`config.mk`:
```
export PLATFORM = sky130hd
export DESIGN_NAME = mfd_core
export DESIGN_NICKNAME = d
export VERILOG_FILES = /design/src/design/mfd_pkg.sv /design/src/design/mfd_core.sv
export SDC_FILE = /design/constraint.sdc
export NUM_CORES = 2
export LEC_CHECK = 0
export BUFFER_PORTS_ARGS = -buffer_cell sky130_fd_sc_hd__buf_2
export CORE_MARGIN = 2
export CORE_UTILIZATION = 65
export CTS_CLUSTER_DIAMETER = 40
export DETAILED_ROUTE_END_ITERATION = 12
export GPL_TIMING_DRIVEN = 1
export MAX_ROUTING_LAYER = met4
export PLACE_DENSITY = 0.82
export SKIP_LAST_GASP = 1
export SLEW_MARGIN = 20
export SYNTH_ARGS = -nofsm -noshare
export SYNTH_HDL_FRONTEND = slang
export SYNTH_SLANG_ARGS = --single-unit
export TNS_END_PERCENT = 20
```
`constraint.sdc`:
```
create_clock -name clk -period 29.8 [get_ports clk]
set_input_delay 2.98 -clock clk [delete_from_list [all_inputs] [get_ports clk]]
set_output_delay 2.98 -clock clk [all_outputs]
set_load 0.01 [all_outputs]
```
`src/design/mfd_pkg.sv`:
```
/*
 * Constants for the panel-meter core: register map, control bits, filter and
 * display timing, seven-segment codes.
 * Assumes a 10 MHz system clock and AXI4-Lite with 32-bit data.
 */
package mfd_pkg;
  // register byte offsets
  localparam logic [7:0] OFS_CTRL   = 8'h00;
  localparam logic [7:0] OFS_DISP   = 8'h04;
  localparam logic [7:0] OFS_SEGLO  = 8'h08;
  localparam logic [7:0] OFS_SEGHI  = 8'h0c;
  localparam logic [7:0] OFS_RESULT = 8'h10;
  localparam logic [7:0] OFS_STATUS = 8'h14;
  localparam logic [7:0] OFS_PEAK   = 8'h18;
  localparam logic [7:0] OFS_OFFSET = 8'h1c;
  // control bit positions
  localparam int B_CLKSRC = 0;
  localparam int B_SEGOVR = 1;
  localparam int B_HOST   = 2;
  localparam int B_HOLD   = 3;
  localparam int B_PEAK   = 4;
  localparam int B_PTEN   = 5;
  localparam int B_PTHI   = 6;
  localparam int B_PTLO   = 7;
  localparam int B_WIDE   = 8;
  localparam int CTRL_W   = 9;
  localparam logic [8:0] CTRL_RST = 9'h100;
  // filter
  localparam int          ACC_W    = 41;
  localparam int          RES_W    = 21;
  localparam int          CNT_W    = 18;
  localparam logic [9:0]  RATIO_LO = 10'h07f;
  localparam logic [9:0]  RATIO_HI = 10'h3ff;
  localparam logic [40:0] HALF_LO  = 41'h000_0800_0000;
  localparam logic [40:0] HALF_HI  = 41'h080_0000_0000;
  localparam int          SH_LO    = 8;
  localparam int          SH_HI    = 20;
  localparam logic [11:0] MUL_LO   = 12'h271;
  localparam logic [11:0] MUL_HI   = 12'hc35;
  localparam int          CSH_LO   = 17;
  localparam int          CSH_HI   = 16;
  localparam logic [17:0] LIM_LO   = 18'h007cf;
  localparam logic [17:0] LIM_HI   = 18'h04e1f;
  localparam logic [17:0] STEP_LIM = 18'h00064;
  localparam logic [2:0]  SETTLE_N = 3'h4;
  // display and bus responses
  localparam int          CLK_NS   = 100;
  localparam int          SCAN_NS  = 1953100;
  localparam int          SLOTS    = 5;
  localparam logic [7:0]  SEG_ONE  = 8'h06;
  localparam logic [7:0]  SEG_MIN  = 8'h40;
  localparam logic [7:0]  SEG_DP   = 8'h80;
  localparam logic [7:0]  SEG_BLANK = 8'h00;
  localparam logic [1:0]  RESP_OK  = 2'h0;
  localparam logic [1:0]  RESP_ERR = 2'h2;

  function automatic logic [7:0] mfd_seven(input logic [3:0] d);
    case (d)
      4'h0: mfd_seven = 8'h3f;
      4'h1: mfd_seven = 8'h06;
      4'h2: mfd_seven = 8'h5b;
      4'h3: mfd_seven = 8'h4f;
      4'h4: mfd_seven = 8'h66;
      4'h5: mfd_seven = 8'h6d;
      4'h6: mfd_seven = 8'h7d;
      4'h7: mfd_seven = 8'h07;
      4'h8: mfd_seven = 8'h7f;
      4'h9: mfd_seven = 8'h6f;
      default: mfd_seven = 8'h00;
    endcase
  endfunction
endpackage

```
`src/design/mfd_core.sv`:
```
/*
 * Panel-meter digital core: sinc4 decimator, result scaling with offset
 * correction, display source priority, digit scan with point and zero blanking.
 * Assumes a modulator bit stream qualified by mod_valid, an AXI4-Lite master.
 */
// Summary of operation
// - input is a single-bit third-order modulator stream; ones density is level
// - bitstream is low-pass filtered with a sinc to the fourth power
// - result counts as settled only after four output periods since a step
// - decimation ratio is 128 for 3.5 digits, 1024 for 4.5 digits
// - output rate equals first notch, 5Hz; notches at its multiples
// - filter timing sized for a 4.9152MHz module clock
// - datapath carries 25% overrange without wrap or saturation
// - offset calibration applied continuously, no host command needed
// - clock-source bit: 0 internal oscillator, 1 external clock
// - clock-source bit reads zero after power-up
// - conversion and display rates scale with the module clock
// - conversion results refresh the display at 2.5Hz nominal
// - display shows results by default, or host-written values
// - segment override drives segments straight from segment registers
// - priority: host value, then held, then peak, then conversion result
// - digits are scanned one at a time, period about 1.9531ms
// - each of five digit slots is on one fifth of the scan
// - point placed by enable bit and two place bits
// - leading zeros blanked, digit left of active point kept lit
// - overrange and underrange detected and flagged separately
// - overrange shows lone one; underrange shows minus one
// - point off when disabled; place codes move it one digit left each
// - end-of-conversion pulses each period unless mod_cal is high; result valid from the edge where it rises
`timescale 1ns/10ps
module mfd_core #(
  parameter int SCAN_CYC = mfd_pkg::SCAN_NS / mfd_pkg::CLK_NS
) (
  // clock and reset
  input  wire  logic        clk,
  input  wire  logic        rst,
  // axi4-lite slave
  input  wire  logic [7:0]  s_axi_awaddr,
  input  wire  logic        s_axi_awvalid,
  output logic              s_axi_awready,
  input  wire  logic [31:0] s_axi_wdata,
  input  wire  logic [3:0]  s_axi_wstrb,
  input  wire  logic        s_axi_wvalid,
  output logic              s_axi_wready,
  output logic [1:0]        s_axi_bresp,
  output logic              s_axi_bvalid,
  input  wire  logic        s_axi_bready,
  input  wire  logic [7:0]  s_axi_araddr,
  input  wire  logic        s_axi_arvalid,
  output logic              s_axi_arready,
  output logic [31:0]       s_axi_rdata,
  output logic [1:0]        s_axi_rresp,
  output logic              s_axi_rvalid,
  input  wire  logic        s_axi_rready,
  // modulator side
  input  wire  logic        mod_bit,
  input  wire  logic        mod_valid,
  input  wire  logic        mod_cal,
  output logic              clock_source_select,
  output logic              end_of_conv,
  // display
  output logic [7:0]        segment_drive,
  output logic [4:0]        digit_drive
);
  localparam int SLOT_CYC = SCAN_CYC / mfd_pkg::SLOTS;

  logic [mfd_pkg::CTRL_W-1:0] ctrl_ff;
  logic [mfd_pkg::CNT_W-1:0]  disp_ff;
  logic [39:0]                seg_reg_ff;
  logic                       aw_got_ff, w_got_ff;
  logic [7:0]                 aw_addr_ff;
  logic [31:0]                w_data_ff;
  logic [3:0]                 w_strb_ff;
  logic                       wr_do;
  logic [31:0]                rd_val;
  logic                       rd_hit;

  // write side: address and data caught in either order
  assign s_axi_awready = !aw_got_ff && !s_axi_bvalid;
  assign s_axi_wready  = !w_got_ff && !s_axi_bvalid;
  assign wr_do         = aw_got_ff && w_got_ff && !s_axi_bvalid;

  always_ff @(posedge clk or posedge rst) begin
    if (rst) begin
      aw_got_ff  <= 1'b0;
      w_got_ff   <= 1'b0;
      aw_addr_ff <= 8'h00;
      w_data_ff  <= 32'h0000_0000;
      w_strb_ff  <= 4'h0;
    end else begin
      if (s_axi_awvalid && s_axi_awready) begin
        aw_got_ff  <= 1'b1;
        aw_addr_ff <= s_axi_awaddr;
      end else if (wr_do) begin
        aw_got_ff <= 1'b0;
      end
      if (s_axi_wvalid && s_axi_wready) begin
        w_got_ff  <= 1'b1;
        w_data_ff <= s_axi_wdata;
        w_strb_ff <= s_axi_wstrb;
      end else if (wr_do) begin
        w_got_ff <= 1'b0;
      end
    end
  end

  function automatic logic [31:0] merge(input logic [31:0] old, input logic [31:0] nw,
                                        input logic [3:0] st);
    for (int i = 0; i < 4; i++) begin
      merge[i*8 +: 8] = st[i] ? nw[i*8 +: 8] : old[i*8 +: 8];
    end
  endfunction

  always_ff @(posedge clk or posedge rst) begin
    if (rst) begin
      ctrl_ff      <= mfd_pkg::CTRL_RST;
      disp_ff      <= '0;
      seg_reg_ff   <= '0;
      s_axi_bvalid <= 1'b0;
      s_axi_bresp  <= mfd_pkg::RESP_OK;
    end else begin
      if (wr_do) begin
        s_axi_bvalid <= 1'b1;
        s_axi_bresp  <= mfd_pkg::RESP_OK;
        case (aw_addr_ff)
          mfd_pkg::OFS_CTRL:  ctrl_ff <= mfd_pkg::CTRL_W'(merge(32'(ctrl_ff), w_data_ff,
                                                                w_strb_ff));
          mfd_pkg::OFS_DISP:  disp_ff <= mfd_pkg::CNT_W'(merge(32'(disp_ff), w_data_ff,
                                                               w_strb_ff));
          mfd_pkg::OFS_SEGLO: seg_reg_ff[31:0] <= merge(seg_reg_ff[31:0], w_data_ff, w_strb_ff);
          mfd_pkg::OFS_SEGHI: seg_reg_ff[39:32] <= w_strb_ff[0] ? w_data_ff[7:0]
                                                                : seg_reg_ff[39:32];
          mfd_pkg::OFS_PEAK:  ;
          default:            s_axi_bresp <= mfd_pkg::RESP_ERR;
        endcase
      end else if (s_axi_bready) begin
        s_axi_bvalid <= 1'b0;
      end
    end
  end

  assign clock_source_select = ctrl_ff[mfd_pkg::B_CLKSRC];

  // filter: four integrators at bit rate, decimate, four differentiators
  logic                           wide;
  logic [9:0]                     ratio_m1;
  logic [9:0]                     dec_ff;
  logic [mfd_pkg::ACC_W-1:0]      int_ff [4];
  logic [mfd_pkg::ACC_W-1:0]      dif_ff [4];
  logic [mfd_pkg::ACC_W-1:0]      dstage [5];
  logic                           dec_tick;
  logic signed [mfd_pkg::RES_W-1:0] raw, res_new;
  logic signed [mfd_pkg::RES_W-1:0] result_ff, offset_ff;
  logic signed [32:0]             prod;
  logic signed [mfd_pkg::CNT_W-1:0] cnt_new, conv_cnt_ff;
  logic                           over_ff, under_ff, settled_ff, phase_ff, was_wide_ff;
  logic [2:0]                     settle_ff;

  assign wide     = ctrl_ff[mfd_pkg::B_WIDE];
  assign ratio_m1 = wide ? mfd_pkg::RATIO_HI : mfd_pkg::RATIO_LO;
  assign dec_tick = mod_valid && (dec_ff == ratio_m1);

  // two's-complement wrap in the integrators cancels in the differentiators
  always_ff @(posedge clk or posedge rst) begin
    if (rst) begin
      dec_ff <= '0;
      for (int i = 0; i < 4; i++) int_ff[i] <= '0;
    end else if (mod_valid) begin
      dec_ff    <= dec_tick ? 10'h000 : dec_ff + 10'h001;
      int_ff[0] <= int_ff[0] + {40'h0, mod_bit};
      for (int i = 1; i < 4; i++) int_ff[i] <= int_ff[i] + int_ff[i-1];
    end
  end

  always_comb begin
    dstage[0] = int_ff[3];
    for (int i = 0; i < 4; i++) dstage[i+1] = dstage[i] - dif_ff[i];
  end

  always_ff @(posedge clk or posedge rst) begin
    if (rst) begin
      for (int i = 0; i < 4; i++) dif_ff[i] <= '0;
    end else if (dec_tick) begin
      for (int i = 0; i < 4; i++) dif_ff[i] <= dstage[i];
    end
  end

  // centred and scaled to 21 bits; 25% overrange still fits
  always_comb begin
    logic [mfd_pkg::ACC_W-1:0] c;
    c = dstage[4] - (wide ? mfd_pkg::HALF_HI : mfd_pkg::HALF_LO);
    raw = wide ? mfd_pkg::RES_W'($signed(c) >>> mfd_pkg::SH_HI)
               : mfd_pkg::RES_W'($signed(c) >>> mfd_pkg::SH_LO);
    res_new = raw - offset_ff;
    prod = res_new * $signed({1'b0, wide ? mfd_pkg::MUL_HI : mfd_pkg::MUL_LO});
    cnt_new = wide ? mfd_pkg::CNT_W'(prod >>> mfd_pkg::CSH_HI)
                   : mfd_pkg::CNT_W'(prod >>> mfd_pkg::CSH_LO);
  end

  logic [mfd_pkg::CNT_W-1:0] lim, step;
  assign lim  = wide ? mfd_pkg::LIM_HI : mfd_pkg::LIM_LO;
  assign step = (cnt_new > conv_cnt_ff) ? mfd_pkg::CNT_W'(cnt_new - conv_cnt_ff)
                                        : mfd_pkg::CNT_W'(conv_cnt_ff - cnt_new);

  always_ff @(posedge clk or posedge rst) begin
    if (rst) begin
      result_ff   <= '0;
      offset_ff   <= '0;
      conv_cnt_ff <= '0;
      end_of_conv <= 1'b0;
      over_ff     <= 1'b0;
      under_ff    <= 1'b0;
      phase_ff    <= 1'b0;
      settle_ff   <= '0;
      was_wide_ff <= 1'b0;
    end else begin
      end_of_conv <= dec_tick && !mod_cal;
      was_wide_ff <= wide;
      if (dec_tick && mod_cal) begin
        offset_ff <= raw;
      end else if (dec_tick) begin
        result_ff   <= res_new;
        conv_cnt_ff <= cnt_new;
        over_ff     <= $signed(cnt_new) > $signed(lim);
        under_ff    <= $signed(cnt_new) < -$signed(lim);
        phase_ff    <= !phase_ff;
        if ($signed(step) > $signed(mfd_pkg::STEP_LIM)) settle_ff <= '0;
        else if (settle_ff != mfd_pkg::SETTLE_N) settle_ff <= settle_ff + 3'h1;
      end
      if (wide != was_wide_ff) settle_ff <= '0;
    end
  end
  assign settled_ff = (settle_ff == mfd_pkg::SETTLE_N);

  // display sources
  logic signed [mfd_pkg::CNT_W-1:0] shown_ff, peak_ff, held_ff, pre_hold, base;
  logic hold_q_ff;
  logic peak_clr;

  assign peak_clr = wr_do && aw_addr_ff == mfd_pkg::OFS_PEAK;

  always_comb begin
    if (ctrl_ff[mfd_pkg::B_HOST]) pre_hold = disp_ff;
    else if (ctrl_ff[mfd_pkg::B_PEAK]) pre_hold = peak_ff;
    else pre_hold = shown_ff;
    if (ctrl_ff[mfd_pkg::B_HOST]) base = disp_ff;
    else if (ctrl_ff[mfd_pkg::B_HOLD]) base = held_ff;
    else base = pre_hold;
  end

  always_ff @(posedge clk or posedge rst) begin
    if (rst) begin
      shown_ff  <= '0;
      peak_ff   <= '0;
      held_ff   <= '0;
      hold_q_ff <= 1'b0;
    end else begin
      hold_q_ff <= ctrl_ff[mfd_pkg::B_HOLD];
      if (end_of_conv && phase_ff) shown_ff <= conv_cnt_ff;
      // a result landing with the clear wins, so no new peak is lost
      if (end_of_conv && (conv_cnt_ff > peak_ff || peak_clr)) peak_ff <= conv_cnt_ff;
      else if (peak_clr) peak_ff <= '0;
      if (ctrl_ff[mfd_pkg::B_HOLD] && !hold_q_ff) held_ff <= pre_hold;
    end
  end

  // scan
  logic [14:0] slot_cnt_ff;
  logic [2:0]  slot_ff;
  always_ff @(posedge clk or posedge rst) begin
    if (rst) begin
      slot_cnt_ff <= '0;
      slot_ff     <= '0;
    end else if (slot_cnt_ff == 15'(SLOT_CYC - 1)) begin
      slot_cnt_ff <= '0;
      slot_ff     <= (slot_ff == 3'(mfd_pkg::SLOTS - 1)) ? 3'h0 : slot_ff + 3'h1;
    end else begin
      slot_cnt_ff <= slot_cnt_ff + 15'h0001;
    end
  end

  // segment pattern for the current slot
  logic [16:0] mag;
  logic [19:0] bcd;
  logic [2:0]  half, pt_slot;
  logic        neg, d_over, d_under;
  logic [7:0]  nxt_seg;
  always_comb begin
    logic [16:0] m;
    logic [3:0]  d;
    logic        lit;
    m    = '0;
    d    = 4'h0;
    lit  = 1'b0;
    neg  = base[mfd_pkg::CNT_W-1];
    mag  = neg ? 17'(-base) : 17'(base);
    m    = mag;
    bcd  = '0;
    for (int i = 0; i < 17; i++) begin
      for (int k = 0; k < 5; k++) if (bcd[k*4 +: 4] > 4'h4) bcd[k*4 +: 4] += 4'h3;
      bcd = {bcd[18:0], m[16]};
      m   = {m[15:0], 1'b0};
    end
    half    = wide ? 3'h4 : 3'h3;
    pt_slot = 3'({ctrl_ff[mfd_pkg::B_PTHI], ctrl_ff[mfd_pkg::B_PTLO]}) + 3'(wide);
    d_over  = $signed(base) > $signed(lim);
    d_under = $signed(base) < -$signed(lim);
    d       = bcd[slot_ff*4 +: 4];
    lit     = (bcd >> (slot_ff*4)) != 20'h0 || slot_ff == 3'h0 ||
              (ctrl_ff[mfd_pkg::B_PTEN] && slot_ff <= pt_slot);
    nxt_seg = mfd_pkg::SEG_BLANK;
    if (ctrl_ff[mfd_pkg::B_SEGOVR]) begin
      nxt_seg = seg_reg_ff[slot_ff*8 +: 8];
    end else if (d_over || d_under) begin
      if (slot_ff == half) nxt_seg = mfd_pkg::SEG_ONE | (d_under ? mfd_pkg::SEG_MIN
                                                                 : mfd_pkg::SEG_BLANK);
    end else begin
      if (slot_ff == half)
        nxt_seg = (d != 4'h0 ? mfd_pkg::SEG_ONE : mfd_pkg::SEG_BLANK) |
                  (neg ? mfd_pkg::SEG_MIN : mfd_pkg::SEG_BLANK);
      else if (slot_ff < half && lit) nxt_seg = mfd_pkg::mfd_seven(d);
      if (ctrl_ff[mfd_pkg::B_PTEN] && slot_ff == pt_slot) nxt_seg |= mfd_pkg::SEG_DP;
    end
  end

  always_ff @(posedge clk or posedge rst) begin
    if (rst) begin
      segment_drive <= '0;
      digit_drive   <= '0;
    end else begin
      segment_drive <= nxt_seg;
      digit_drive   <= 5'(5'h01 << slot_ff);
    end
  end

  // read side
  always_comb begin
    rd_hit = 1'b1;
    case (s_axi_araddr)
      mfd_pkg::OFS_CTRL:   rd_val = 32'(ctrl_ff);
      mfd_pkg::OFS_DISP:   rd_val = 32'(disp_ff);
      mfd_pkg::OFS_SEGLO:  rd_val = seg_reg_ff[31:0];
      mfd_pkg::OFS_SEGHI:  rd_val = 32'(seg_reg_ff[39:32]);
      mfd_pkg::OFS_RESULT: rd_val = 32'(result_ff);
      mfd_pkg::OFS_STATUS: rd_val = {28'h0, end_of_conv, settled_ff, under_ff, over_ff};
      mfd_pkg::OFS_PEAK:   rd_val = 32'(peak_ff);
      mfd_pkg::OFS_OFFSET: rd_val = 32'(offset_ff);
      default: begin
        rd_val = 32'h0000_0000;
        rd_hit = 1'b0;
      end
    endcase
  end

  assign s_axi_arready = !s_axi_rvalid;
  always_ff @(posedge clk or posedge rst) begin
    if (rst) begin
      s_axi_rvalid <= 1'b0;
      s_axi_rdata  <= 32'h0000_0000;
      s_axi_rresp  <= mfd_pkg::RESP_OK;
    end else if (s_axi_arvalid && s_axi_arready) begin
      s_axi_rvalid <= 1'b1;
      s_axi_rdata  <= rd_val;
      s_axi_rresp  <= rd_hit ? mfd_pkg::RESP_OK : mfd_pkg::RESP_ERR;
    end else if (s_axi_rready) begin
      s_axi_rvalid <= 1'b0;
    end
  end
endmodule

```
==> run_results.csv <==
group,metric,value,unit
setup_path,cp-start-kind,"register",
drt,postRouteAntennaNets,0,
die,core_area,83400,um^2
sta,period_share,80.4,%
placed_design,gp_congestion,0.996,
sta,fin_setup_tns,0,ps
logic_synthesis,synth-edff-count,0,
clock_tree,post-cts-setup-buffers,0,
clock_tree,cts.sinks,638,
global_routing,grt_antenna_before_repair,7,
layout,num-fill-cells,6161,
sta,worst_pin_slew,1190,ps
setup_path,crit_path_end_kind,"register",
clock_tree,cts_resized,0,
sta,hold_ws,469,ps
global_routing,gr-total-overflow,0,
global_routing,grt_use_total,33.4,%
layout,regArea,16000,um^2
setup_path,cp_max_fo,29,
global_routing,grtUsageMet1,41.6,%
drt,route.detailed.drc,0,
global_routing,grt_pass1_vias,44229,
drt,viasPerCell,6.11,
sta,setup_viol,0,
die,die_area,86300,um^2
sta,skew,61.3,ps
clock_tree,hold_buffers,0,
drt,routedWlPerCell,18.8,um
layout,area_growth,10.2,%
layout,final_net_count,7048,
outcome,status,"finished, final reports clean",
logic_synthesis,synth_top_area_cell,"dfrtp_1",
drt,wl,140000,um
layout,fin_cells,7418,
logic_synthesis,seq_area_frac_synth,29.2,%
global_routing,grt.busiest_layer,"met2",
logic_synthesis,ys_ff_latch,638,
clock_tree,clkTransAtPathRegs,50,ps
die,die_x,294,um
die,io_pins,118,
logic_synthesis,synth_warnings,0,
clock_tree,clock_latency,710,ps
clock_tree,root_buffer,"clkbuf_16",
setup_path,slowest_delay,700,ps
sta,drv_slew,0,
drt,drtIter0Drc,3506,
global_routing,grt_pass1_wl,227000,um
worst_hold_path,hold_path_class,"reg2reg",
logic_synthesis,synth.area.top_cells,"dfrtp_1 (29%), ha_1 (14%), mux2_2 (5.6%)",
setup_path,r2r_slack,5840,ps
placed_design,io_buffers,115,
setup_path,crit_path_frequent_cell,"o21ai_0",
drt,vias,45329,
logic_synthesis,ys_types,122,
logic_synthesis,ys.flop_type,"dfrtp_1",
layout,multi_input_area,35200,um^2
logic_synthesis,syn_avg_cell_area,8.90,um^2
sta,relSlewSlack,20.3,%
clock_tree,htree_levels,3,
sta,period_minus_slack,23960,ps
drt,first_pass_iters,7,
logic_synthesis,async_flop_share,100,%
clock_tree,cts_buffer_depth,3,
global_routing,met2_usage,53.1,%
die,die_h,294,um
layout,drive_above_1_share,11.8,%
die,initial_core_util,65.4,%
sta,hold_violations,0,
global_routing,grt.met3_usage,6.13,%
sta,rsz0062_at_grt,"no",
setup_path,crit_arrival,24580,ps
layout,layout_common_cells,"inv_1 (737), dfrtp_1 (637), ha_1 (615), nand2_1 (590), o21ai_0 (498)",
sta,max_freq,0.0417,GHz
run,cap_violations,0,
sta,timing.final.ws_setup,5840,ps
setup_path,critPathSlowestCell,"xnor2_1",
layout,layout_commonest_cell,"inv_1",
clock_tree,cts_buffers,112,
logic_synthesis,syn_inst,6131,
clock_tree,cts_tree,"built",
placed_design,dp.cells,7199,
setup_path,worst_ep_required_time,30420,ps
placed_design,dp_slack,6220,ps
global_routing,grt_max_degree,124,
die,fp-row-count,106,
logic_synthesis,yosysTopAreaCellShare,29.2,%
logic_synthesis,syn_area,54600,um^2
placed_design,dp_hpwl,106000,um
setup_path,crit_type,"reg2reg",
[stage by stage]
step	instance area, um^2	util, %
finish	60200	72.1
global route	60200	72.1
CTS	60100	72.1
global placement	56200	67.3
floorplan	54600	-
detailed placement	56200	67.3
[synthesized netlist by cell type, types with 11 or more instances]
| master | number |
|---|---|
| nor4_1 | 17 |
| and2_1 | 41 |
| a2111oi_0 | 15 |
| nand3_1 | 135 |
| o21ai_0 | 498 |
| a31o_2 | 14 |
| a31oi_1 | 36 |
| a21oi_1 | 279 |
| ha_1 | 615 |
| a211o_1 | 21 |
| o21a_1 | 43 |
| nand4_1 | 59 |
| dfrtp_1 | 637 |
| o221a_2 | 11 |
| clkbuf_1 | 130 |
| o21bai_1 | 32 |
| a21boi_0 | 51 |
| or3_1 | 34 |
| xor2_1 | 118 |
| or2_2 | 16 |
| xnor2_1 | 232 |
| inv_1 | 738 |
| nor2_1 | 357 |
| o22ai_1 | 16 |
| a22oi_1 | 41 |
| o211ai_1 | 30 |
| o31ai_1 | 53 |
| a211oi_1 | 30 |
| nor2b_1 | 48 |
| fa_1 | 138 |
| buf_1 | 18 |
| nand2b_1 | 61 |
| a21o_1 | 140 |
| o2111ai_1 | 16 |
| mux2i_1 | 65 |
| and3_1 | 47 |
| a311oi_1 | 11 |
| nor3_1 | 127 |
| a222oi_1 | 12 |
| nand2_1 | 591 |
| a22o_1 | 20 |
| mux2_2 | 272 |
[layer usage]
layer	vias to the layer above	share of wire, %
li1	21716	-
met1	21812	42
met2	1437	46
met3	364	7.0
met4	0	5.1
met5	-	0
[critical path: cells and delay by family (launching register included)]
kind            cells  cell delay, ps
mux                 1             410
buf+inv             6             860
xor+xnor            3            1010
flops               1             340
simple gates       16            2870
fa+ha+maj          13            4730
compound gates     62           13660
[layout make-up]
cell class	instances	share of cell area, %
multi-input cells	4584	58.5
flip-flops and latches	638	26.5
clock buffers	133	4.94
inverters	744	4.65
well taps	1080	2.25
clock inverters	79	1.64
repair buffers	153	1.45
diodes	7	0.0291
[cells by family (layout without fill, tap and decap cells)]
| logic type | after synthesis | in the layout | synth area share [%] |
|---|---|---|---|
| compound gates | 1503 | 1503 | 18.0 |
| xor+xnor | 352 | 352 | 5.71 |
| fa+ha+maj | 753 | 753 | 19.2 |
| buf+inv | 910 | 1109 | 6.40 |
| flops | 638 | 638 | 29.2 |
| mux | 363 | 363 | 7.60 |
| other cells | 1 | 9 | 0.00687 |
| simple gates | 1611 | 1611 | 13.9 |
[path summary, 6_finish.rpt]
path                                         to  cells after the start             from
max in group asynchronous            held_ff[4]                      5              rst
worst max register to register     settle_ff[0]                    101      dstage[164]
worst min-delay path            s_axi_rdata[13]                      1  s_axi_rdata[13]
worst min register to register  s_axi_rdata[13]                      1  s_axi_rdata[13]
min in group asynchronous           dstage[164]                      2              rst
worst max-delay path               settle_ff[0]                    101      dstage[164]
[flip-flops by register name, summed over array words and instances (netlist names), 4 cells and up]
name / count
result_ff: 21
dif_ff: 164
shown_ff: 17
w_strb_ff: 4
seg_reg_ff: 40
digit_drive: 5
segment_drive: 8
dstage: 41
peak_ff: 17
w_data_ff: 32
offset_ff: 21
s_axi_rdata: 32
int_ff: 123
held_ff: 18
aw_addr_ff: 8
conv_cnt_ff: 17
disp_ff: 18
ctrl_ff: 9
slot_cnt_ff: 15
dec_ff: 10
Power is not shown: default switching activity piles up to over one toggle a cycle in this logic, so the estimate is an artifact.
